==> config.mk <==
export PLATFORM = sky130hd
export DESIGN_NAME = urs_top
export DESIGN_NICKNAME = d
export VERILOG_FILES = /design/src/hw/urs_pkg.sv /design/src/hw/urs_link_if.sv /design/src/hw/urs_char_check.sv /design/src/hw/urs_read_decode.sv /design/src/hw/urs_top.sv
export SDC_FILE = /design/constraint.sdc
export NUM_CORES = 1
export LEC_CHECK = 0
export BUFFER_PORTS_ARGS = -buffer_cell sky130_fd_sc_hd__buf_4
export CORE_ASPECT_RATIO = 0.6
export CORE_UTILIZATION = 41
export DETAILED_ROUTE_END_ITERATION = 8
export GPL_TIMING_DRIVEN = 0
export PLACE_DENSITY = 0.76
export SYNTH_ARGS = -nofsm -noshare
export SYNTH_HDL_FRONTEND = slang
export SYNTH_SLANG_ARGS = --single-unit
==> constraint.sdc <==
create_clock -name clk -period 2.1 [get_ports clk]
set_input_delay 0.42 -clock clk [delete_from_list [all_inputs] [get_ports clk]]
set_output_delay 0.42 -clock clk [all_outputs]
set_load 0.01 [all_outputs]
==> src/hw/urs_pkg.sv <==
// Purpose: shared constants for the receiver status output stage
// Assumes: 32-bit AXI4-Lite register access, byte addresses below
// Notes:   status and mask registers share one bit layout
package urs_pkg;
  // -------------------------------------------------------------
  // widths
  // -------------------------------------------------------------
  localparam int unsigned DATA_W  = 32;
  localparam int unsigned ADDR_W  = 8;
  localparam int unsigned CHAR_W  = 8;
  localparam int unsigned EVT_W   = 4;

  // -------------------------------------------------------------
  // register byte offsets
  // -------------------------------------------------------------
  localparam logic [ADDR_W-1:0] OFS_DATA   = 8'h00;
  localparam logic [ADDR_W-1:0] OFS_STATUS = 8'h04;
  localparam logic [ADDR_W-1:0] OFS_MASK   = 8'h08;
  localparam logic [ADDR_W-1:0] OFS_CTRL   = 8'h0C;
  localparam logic [ADDR_W-1:0] OFS_FLAGS  = 8'h10;

  // -------------------------------------------------------------
  // field positions
  // -------------------------------------------------------------
  localparam int unsigned EV_CHAR    = 0;
  localparam int unsigned EV_PARITY  = 1;
  localparam int unsigned EV_FRAMING = 2;
  localparam int unsigned EV_OVERRUN = 3;
  localparam int unsigned CTRL_RDY_CLR = 0;
  localparam int unsigned FL_READY   = 0;
  localparam int unsigned FL_PARITY  = 1;
  localparam int unsigned FL_FRAMING = 2;
  localparam int unsigned FL_OVERRUN = 3;
  localparam int unsigned FL_MODE    = 4;

  // -------------------------------------------------------------
  // reset values and responses
  // -------------------------------------------------------------
  localparam logic [CHAR_W-1:0] HOLD_RST   = 8'h00;
  localparam logic [EVT_W-1:0]  STATUS_RST = 4'h0;
  localparam logic [EVT_W-1:0]  MASK_RST   = 4'h0;
  localparam logic [1:0]        RESP_OKAY  = 2'h0;
  localparam logic [1:0]        RESP_SLVERR = 2'h2;
endpackage

==> src/hw/urs_link_if.sv <==
// Purpose: carrier between the top and its character and decode helpers
// Assumes: all signals combinational within one clock domain
// Notes:   chk and dec modports face the helper modules
`timescale 1ns/100ps
interface urs_link_if;
  logic [7:0] data;
  logic       parity_bit;
  logic       stop_bit;
  logic       even_sel;
  logic       parity_err;
  logic       framing_err;
  logic       mode_cpu;
  logic       cs_a;
  logic       cs_b_n;
  logic       cs_c;
  logic       rd_wr;
  logic       read_cycle;
  modport chk (input data, parity_bit, stop_bit, even_sel, output parity_err, framing_err);
  modport dec (input mode_cpu, cs_a, cs_b_n, cs_c, rd_wr, output read_cycle);
  modport top (output data, parity_bit, stop_bit, even_sel, mode_cpu, cs_a, cs_b_n, cs_c,
               rd_wr, input parity_err, framing_err, read_cycle);
endinterface

==> src/hw/urs_char_check.sv <==
// Purpose: parity and stop bit check of one received character
// Assumes: unused high data bits arrive as zero
// Notes:   purely combinational
`timescale 1ns/100ps
module urs_char_check (
  // character in, errors out
  urs_link_if.chk lnk
);
  import urs_pkg::*;

  wire [CHAR_W:0] xor_chain;

  // -------------------------------------------------------------
  // parity accumulation
  // -------------------------------------------------------------
  assign xor_chain[0] = lnk.parity_bit;
  genvar i;
  generate
    for (i = 0; i < CHAR_W; i++) begin : g_xor
      assign xor_chain[i+1] = xor_chain[i] ^ lnk.data[i];
    end
  endgenerate

  // even: ones count incl parity must be even; odd: must be odd
  assign lnk.parity_err  = xor_chain[CHAR_W] ^ ~lnk.even_sel;
  assign lnk.framing_err = ~lnk.stop_bit;
endmodule

==> src/hw/urs_read_decode.sv <==
// Purpose: processor mode read cycle decode from the chip selects
// Assumes: selects synchronous to clk
// Notes:   never active in standard mode
`timescale 1ns/100ps
module urs_read_decode (
  // selects in, read cycle out
  urs_link_if.dec lnk
);
  import urs_pkg::*;

  wire sel_match;

  assign sel_match      = lnk.cs_a & lnk.cs_c & ~lnk.cs_b_n & lnk.rd_wr;
  assign lnk.read_cycle = lnk.mode_cpu & sel_match;
endmodule

==> src/hw/urs_top.sv <==
// Purpose: receiver holding register, error flags and bus drivers
// Assumes: receiver shift logic pulses rx_load once per character
// Notes:   three-state pins are split into value and enable
//
// Decided for this implementation: the AXI4-Lite interface to the registers and the register offsets.
`timescale 1ns/100ps
module urs_top (
  // clock and reset
  input  wire logic                           clk,
  input  wire logic                           rst,
  // axi4-lite write address
  input  wire logic [urs_pkg::ADDR_W-1:0]     s_axi_awaddr,
  input  wire logic                           s_axi_awvalid,
  output logic                                s_axi_awready,
  // axi4-lite write data
  input  wire logic [urs_pkg::DATA_W-1:0]     s_axi_wdata,
  input  wire logic [urs_pkg::DATA_W/8-1:0]   s_axi_wstrb,
  input  wire logic                           s_axi_wvalid,
  output logic                                s_axi_wready,
  // axi4-lite write response
  output logic [1:0]                          s_axi_bresp,
  output logic                                s_axi_bvalid,
  input  wire logic                           s_axi_bready,
  // axi4-lite read
  input  wire logic [urs_pkg::ADDR_W-1:0]     s_axi_araddr,
  input  wire logic                           s_axi_arvalid,
  output logic                                s_axi_arready,
  output logic [urs_pkg::DATA_W-1:0]          s_axi_rdata,
  output logic [1:0]                          s_axi_rresp,
  output logic                                s_axi_rvalid,
  input  wire logic                           s_axi_rready,
  // character from receiver shift logic
  input  wire logic                           rx_load,
  input  wire logic [urs_pkg::CHAR_W-1:0]     rx_data,
  input  wire logic                           rx_parity_bit,
  input  wire logic                           rx_stop_bit,
  // control pins
  input  wire logic                           mode_select,
  input  wire logic                           rx_bus_release,
  input  wire logic                           status_output_release,
  input  wire logic                           ready_flag_clear_n,
  input  wire logic                           even_parity_select,
  input  wire logic                           parity_disable,
  input  wire logic                           tx_holding_empty,
  // processor mode selects
  input  wire logic                           chip_sel_a,
  input  wire logic                           chip_sel_b_n,
  input  wire logic                           chip_sel_c,
  input  wire logic                           rd_wr,
  input  wire logic                           register_pick,
  // receive bus
  output logic [urs_pkg::CHAR_W-1:0]          rx_bus_out,
  output logic                                rx_bus_oe,
  // status pins, shared enable
  output logic                                parity_error_flag,
  output logic                                framing_error_flag,
  output logic                                overrun_error_flag,
  output logic                                rx_char_ready,
  output logic                                tx_empty_flag,
  output logic                                status_oe,
  // processor read and interrupt
  output logic                                cpu_read_cycle,
  output logic                                irq
);
  import urs_pkg::*;

  // -------------------------------------------------------------
  // state
  // -------------------------------------------------------------
  logic [CHAR_W-1:0]   holding;
  logic                ready_q;
  logic                pe_q;
  logic                fe_q;
  logic                oe_q;
  logic [EVT_W-1:0]    status;
  logic [EVT_W-1:0]    mask;
  logic                aw_held;
  logic                w_held;
  logic [ADDR_W-1:0]   aw_addr_q;
  logic [DATA_W-1:0]   w_data_q;
  logic [DATA_W/8-1:0] w_strb_q;

  urs_link_if lnk ();

  // -------------------------------------------------------------
  // helpers
  // -------------------------------------------------------------
  assign lnk.data       = rx_data;
  assign lnk.parity_bit = rx_parity_bit;
  assign lnk.stop_bit   = rx_stop_bit;
  assign lnk.even_sel   = even_parity_select;
  assign lnk.mode_cpu   = mode_select;
  assign lnk.cs_a       = chip_sel_a;
  assign lnk.cs_b_n     = chip_sel_b_n;
  assign lnk.cs_c       = chip_sel_c;
  assign lnk.rd_wr      = rd_wr;

  urs_char_check u_check (
    .lnk (lnk.chk)
  );

  urs_read_decode u_decode (
    .lnk (lnk.dec)
  );

  // -------------------------------------------------------------
  // register bus decode
  // -------------------------------------------------------------
  wire                wr_en      = aw_held & w_held & ~s_axi_bvalid;
  wire                wr_status  = wr_en & (aw_addr_q == OFS_STATUS) & w_strb_q[0];
  wire                wr_mask    = wr_en & (aw_addr_q == OFS_MASK) & w_strb_q[0];
  wire                wr_ctrl    = wr_en & (aw_addr_q == OFS_CTRL) & w_strb_q[0];
  wire                wr_ro      = (aw_addr_q == OFS_DATA) | (aw_addr_q == OFS_FLAGS);
  wire                wr_hit     = (aw_addr_q == OFS_STATUS) | (aw_addr_q == OFS_MASK) |
                                   (aw_addr_q == OFS_CTRL) | wr_ro;
  wire                sw_rdy_clr = wr_ctrl & w_data_q[CTRL_RDY_CLR];
  wire [EVT_W-1:0]    w1c        = wr_status ? w_data_q[EVT_W-1:0] : '0;
  wire                rd_take    = s_axi_arvalid & ~s_axi_rvalid;
  wire                rd_data    = s_axi_araddr == OFS_DATA;
  wire                rd_status  = s_axi_araddr == OFS_STATUS;
  wire                rd_mask    = s_axi_araddr == OFS_MASK;
  wire                rd_ctrl    = s_axi_araddr == OFS_CTRL;
  wire                rd_flags   = s_axi_araddr == OFS_FLAGS;
  wire                rd_hit     = rd_data | rd_status | rd_mask | rd_ctrl | rd_flags;
  wire [DATA_W-1:0]   flags_word = {27'h0000000, mode_select, oe_q, fe_q, pe_q, ready_q};
  wire [DATA_W-1:0]   next_rdata = rd_data   ? {24'h000000, holding} :
                                   rd_status ? {28'h0000000, status} :
                                   rd_mask   ? {28'h0000000, mask} :
                                   rd_flags  ? flags_word : '0;

  // -------------------------------------------------------------
  // flag next values
  // -------------------------------------------------------------
  wire             pe_calc    = lnk.parity_err & ~parity_disable;
  wire             next_ready = rx_load | (ready_q & ready_flag_clear_n & ~sw_rdy_clr);
  wire [EVT_W-1:0] events     = {rx_load & ready_q, rx_load & lnk.framing_err,
                                 rx_load & pe_calc, rx_load};
  wire [EVT_W-1:0] next_status = (status & ~w1c) | events;
  wire             bus_drive  = mode_select ? (lnk.read_cycle & ~register_pick)
                                            : ~rx_bus_release;

  // -------------------------------------------------------------
  // holding register and error flags
  // -------------------------------------------------------------
  always_ff @(posedge clk or posedge rst) begin
    if (rst) begin
      holding <= HOLD_RST;
      ready_q <= 1'b0;
      pe_q    <= 1'b0;
      fe_q    <= 1'b0;
      oe_q    <= 1'b0;
    end else begin
      ready_q <= next_ready;
      if (rx_load) begin
        holding <= rx_data;
        pe_q    <= pe_calc;
        fe_q    <= lnk.framing_err;
        oe_q    <= ready_q;
      end
    end
  end

  // -------------------------------------------------------------
  // status, mask, interrupt
  // -------------------------------------------------------------
  always_ff @(posedge clk or posedge rst) begin
    if (rst) begin
      status <= STATUS_RST;
      mask   <= MASK_RST;
      irq    <= 1'b0;
    end else begin
      status <= next_status;
      irq    <= |(next_status & mask);
      if (wr_mask) begin
        mask <= w_data_q[EVT_W-1:0];
      end
    end
  end

  // -------------------------------------------------------------
  // pin drivers
  // -------------------------------------------------------------
  always_ff @(posedge clk or posedge rst) begin
    if (rst) begin
      rx_bus_out         <= HOLD_RST;
      rx_bus_oe          <= 1'b0;
      parity_error_flag  <= 1'b0;
      framing_error_flag <= 1'b0;
      overrun_error_flag <= 1'b0;
      rx_char_ready      <= 1'b0;
      tx_empty_flag      <= 1'b0;
      status_oe          <= 1'b0;
      cpu_read_cycle     <= 1'b0;
    end else begin
      rx_bus_out         <= holding;
      rx_bus_oe          <= bus_drive;
      parity_error_flag  <= pe_q & ~parity_disable;
      framing_error_flag <= fe_q;
      overrun_error_flag <= oe_q;
      rx_char_ready      <= ready_q;
      tx_empty_flag      <= tx_holding_empty;
      status_oe          <= ~status_output_release;
      cpu_read_cycle     <= lnk.read_cycle;
    end
  end

  // -------------------------------------------------------------
  // axi4-lite write channel
  // -------------------------------------------------------------
  assign s_axi_awready = ~aw_held & ~s_axi_bvalid;
  assign s_axi_wready  = ~w_held & ~s_axi_bvalid;
  assign s_axi_arready = ~s_axi_rvalid;

  always_ff @(posedge clk or posedge rst) begin
    if (rst) begin
      aw_held      <= 1'b0;
      w_held       <= 1'b0;
      aw_addr_q    <= '0;
      w_data_q     <= '0;
      w_strb_q     <= '0;
      s_axi_bvalid <= 1'b0;
      s_axi_bresp  <= RESP_OKAY;
    end else begin
      if (s_axi_awvalid && s_axi_awready) begin
        aw_held   <= 1'b1;
        aw_addr_q <= s_axi_awaddr;
      end
      if (s_axi_wvalid && s_axi_wready) begin
        w_held   <= 1'b1;
        w_data_q <= s_axi_wdata;
        w_strb_q <= s_axi_wstrb;
      end
      if (wr_en) begin
        aw_held      <= 1'b0;
        w_held       <= 1'b0;
        s_axi_bvalid <= 1'b1;
        s_axi_bresp  <= (wr_hit && !wr_ro) ? RESP_OKAY : RESP_SLVERR;
      end else if (s_axi_bvalid && s_axi_bready) begin
        s_axi_bvalid <= 1'b0;
      end
    end
  end

  // -------------------------------------------------------------
  // axi4-lite read channel
  // -------------------------------------------------------------
  always_ff @(posedge clk or posedge rst) begin
    if (rst) begin
      s_axi_rvalid <= 1'b0;
      s_axi_rdata  <= '0;
      s_axi_rresp  <= RESP_OKAY;
    end else if (rd_take) begin
      s_axi_rvalid <= 1'b1;
      s_axi_rdata  <= next_rdata;
      s_axi_rresp  <= rd_hit ? RESP_OKAY : RESP_SLVERR;
    end else if (s_axi_rready) begin
      s_axi_rvalid <= 1'b0;
    end
  end
endmodule

==> results.cfg <==
[run_status]
status = finished clean

[synth]
yosys.area_share.simple = 0.0948
synth.yosys.warnings = 0
synthMuxAreaShare = 0.106
synth_xor_area_frac = 0.0298
synth_compound_area_frac = 0.100
yosys.cell_types.count = 37
syn_avg_cell_area_um2 = 11.8
yosys.area_share.adder = 0
seq_area_frac_synth = 0.570
synthCells = 238
ys_ff_latch = 64
syn_area_mm2 = 0.00281
synth_top_family_by_area = multiplexers

[worst_setup_path]
reg2reg_to = mask[1]
cp_max_fo = 5
path_class = flop to flop
crit_path_start_kind = flop
endpoint = mask[1]
required_ns = 2.30
startpoint = aw_addr_q[1]
reg2regPathDepth = 4
rr_startpoint = aw_addr_q[1]
end_kind = flop
arrival_ns = 1.95
rrSetupSlack_ns = 0.35

[cts]
cts_sinks = 64
cts_setup_buffers = 0
cts-htree-levels = 3
clk_pin_slew_worst_paths_ns = 0.05
cts_hold_buffers = 0
cts_max_path_buffers = 2
clk-insertion-delay-late_ns = 0.32
cts_buffers = 9
cts_tree = built
cts_resized = 0
cts_root_buf = clkbuf_16

[global_routing]
grt_pass1_wl_um = 10100
grt_pass1_vias = 2059
grt_overflow = 0
track_usage = 0.193
grt_max_degree = 40
antenna_found_initial = 0

[place]
hpwl_um = 4710
placed_cell_area_mm2 = 0.00362
place_ws_ns = 0.212
port-buffer-count = 79
place_congestion = 0.759

[die]
dieArea_mm2 = 0.00720
io_pins = 140
die_width_um = 109
row_count = 22
die_h_um = 66.1
start_util = 0.442
core_mm2 = 0.00636

[routing]
final_antenna_net_count = 0
first_iter_violations = 71
wire_per_inst_um = 14.1
drcViolationCount = 0
viasPerCell = 4.72
vias = 2075
wirelength_um = 6220
drt-pass1-iter-count = 4

[pwr]
p_per_area_mw_per_mm2 = 993
p_leak_nw = 1.94
vdd_drop_max_mv = 0.383

[timing]
slew_viol_final = 0
maxSlewHeadroom = 0.628
rsz0062_at_grt = no
worstMarginPinSlew_ns = 0.558
hold_violations = 0
clock_skew_ns = 0.00347
period_share = 0.832
finalWorstSetupSlack_ns = 0.353
maxClockFrequency_ghz = 0.572
setup_viol = 0
timing.final.crit_period_ns = 1.75

[cells_and_area]
final_cell_mix = buf_4 (105), dfrtp_1 (64), conb_1 (26), mux2_2 (22), nand2_1 (17)
final_nets = 436
area_growth_pct = 38.2
postLayoutCellArea_mm2 = 0.00388
num_antenna_cells = 0
drive_gt1_frac = 0.416
final_common_cell = buf_4

[run]
max-cap-violations = 0

[worst_hold_path]
hp-class = input port to asynchronous set/reset pin
## per-layer routing
layer	part of all wire	global-route usage
met5	0	0
met4	0.013	0.0608
met3	0.068	0.0690
met2	0.46	0.294
met1	0.46	0.257
## report_power, final
| part | internal, W | switching, W |
|---|---|---|
| registers | 0.00148 | 0.000213 |
| clock network | 0.000838 | 0.000459 |
| logic | 0.000474 | 0.000392 |
## flip-flops by register name (all words and copies together) (netlist names), 4 cells and up
signal / flops
holding: 8
s_axi_rdata: 8
mask: 4
status: 4
rx_bus_out: 8
w_data_q: 4
aw_addr_q: 8
## cells by family after synthesis
logic type                count (synthesis)
AOI/OAI and AO/OA                        42
xor gates and xnor gates                  8
buffers and inverters                    47
DFF                                      64
muxes                                    27
other                                     1
and+or+nand+nor                          49
## synthesized netlist by cell type
cell type	instances	area, um2
o22ai_1	1	6.26
o2bb2ai_1	1	8.76
mux2i_1	5	50.1
nor3_2	1	10.0
xnor3_1	1	22.5
xor2_1	1	8.76
mux2_2	22	248
dfrtp_1	64	1600
o21a_1	1	7.51
buf_2	1	5.00
nor2b_1	2	12.5
a21o_1	5	37.5
inv_1	14	52.6
conb_1	1	3.75
nor4_4	1	21.3
o22a_2	1	10.0
nor4b_4	1	23.8
a22o_1	3	26.3
buf_4	26	195
o31ai_1	1	7.51
clkbuf_1	5	18.8
nor2_1	14	52.6
and2_1	3	18.8
o21ai_0	13	65.1
a21oi_1	7	35.0
xnor2_1	6	52.6
nand4_1	3	18.8
o211ai_1	1	7.51
a2bb2oi_1	4	35.0
or4_1	1	7.51
nand2_1	17	63.8
a31o_2	2	17.5
nor3b_1	1	7.51
o221ai_1	2	17.5
nand3_1	4	20.0
and4b_1	1	10.0
buf_1	1	3.75
## layout make-up
cell class | instances | area [um2]
Clock buffer | 12 | 256
Tap cell | 84 | 105
Sequential cell | 64 | 1600
Timing Repair Buffer | 80 | 613
Clock inverter | 1 | 5.00
Multi-Input combinational cell | 152 | 1030
Inverter | 14 | 52.6
Fill cell | 494 | 2470
Buffer | 33 | 223
## critical path, cell delays in order, from the launching register on
cell	delay, ns
dfrtp_1	0.40
nor4_4	0.29
nand2_1	0.16
nor4b_4	0.40
mux2_2	0.38
## per-stage QoR
stage / std cells / util / TNS, ns / hold WS, ns / power [W]
finish: 440 / 0.611 / 0 / 0.155 / 0.00385
CTS: 440 / 0.611 / 0 / 0.169 / 0.00390
global route: 440 / 0.611 / 0 / 0.194 / 0.00407
global placement: 426 / 0.567 / -39.87 / 0.389 / 0.00252
detailed placement: 427 / 0.570 / 0 / 0.392 / 0.00257
floorplan: 263 / - / 0 / 0.370 / 0.00221
## worst min path at each step
stage                                 from            end  slack [ns]  cells after the start
after floorplan                 holding[0]  rx_bus_out[0]        0.37                      0
after global placement          holding[6]  rx_bus_out[6]        0.39                      0
after detailed placement        holding[0]  rx_bus_out[0]        0.39                      0
after CTS                              rst      status_oe        0.17                      2
after global routing      tx_holding_empty  tx_empty_flag        0.19                      1
final                                  rst      status_oe        0.16                      2
Note: power is estimated with default switching activity, not from simulation.
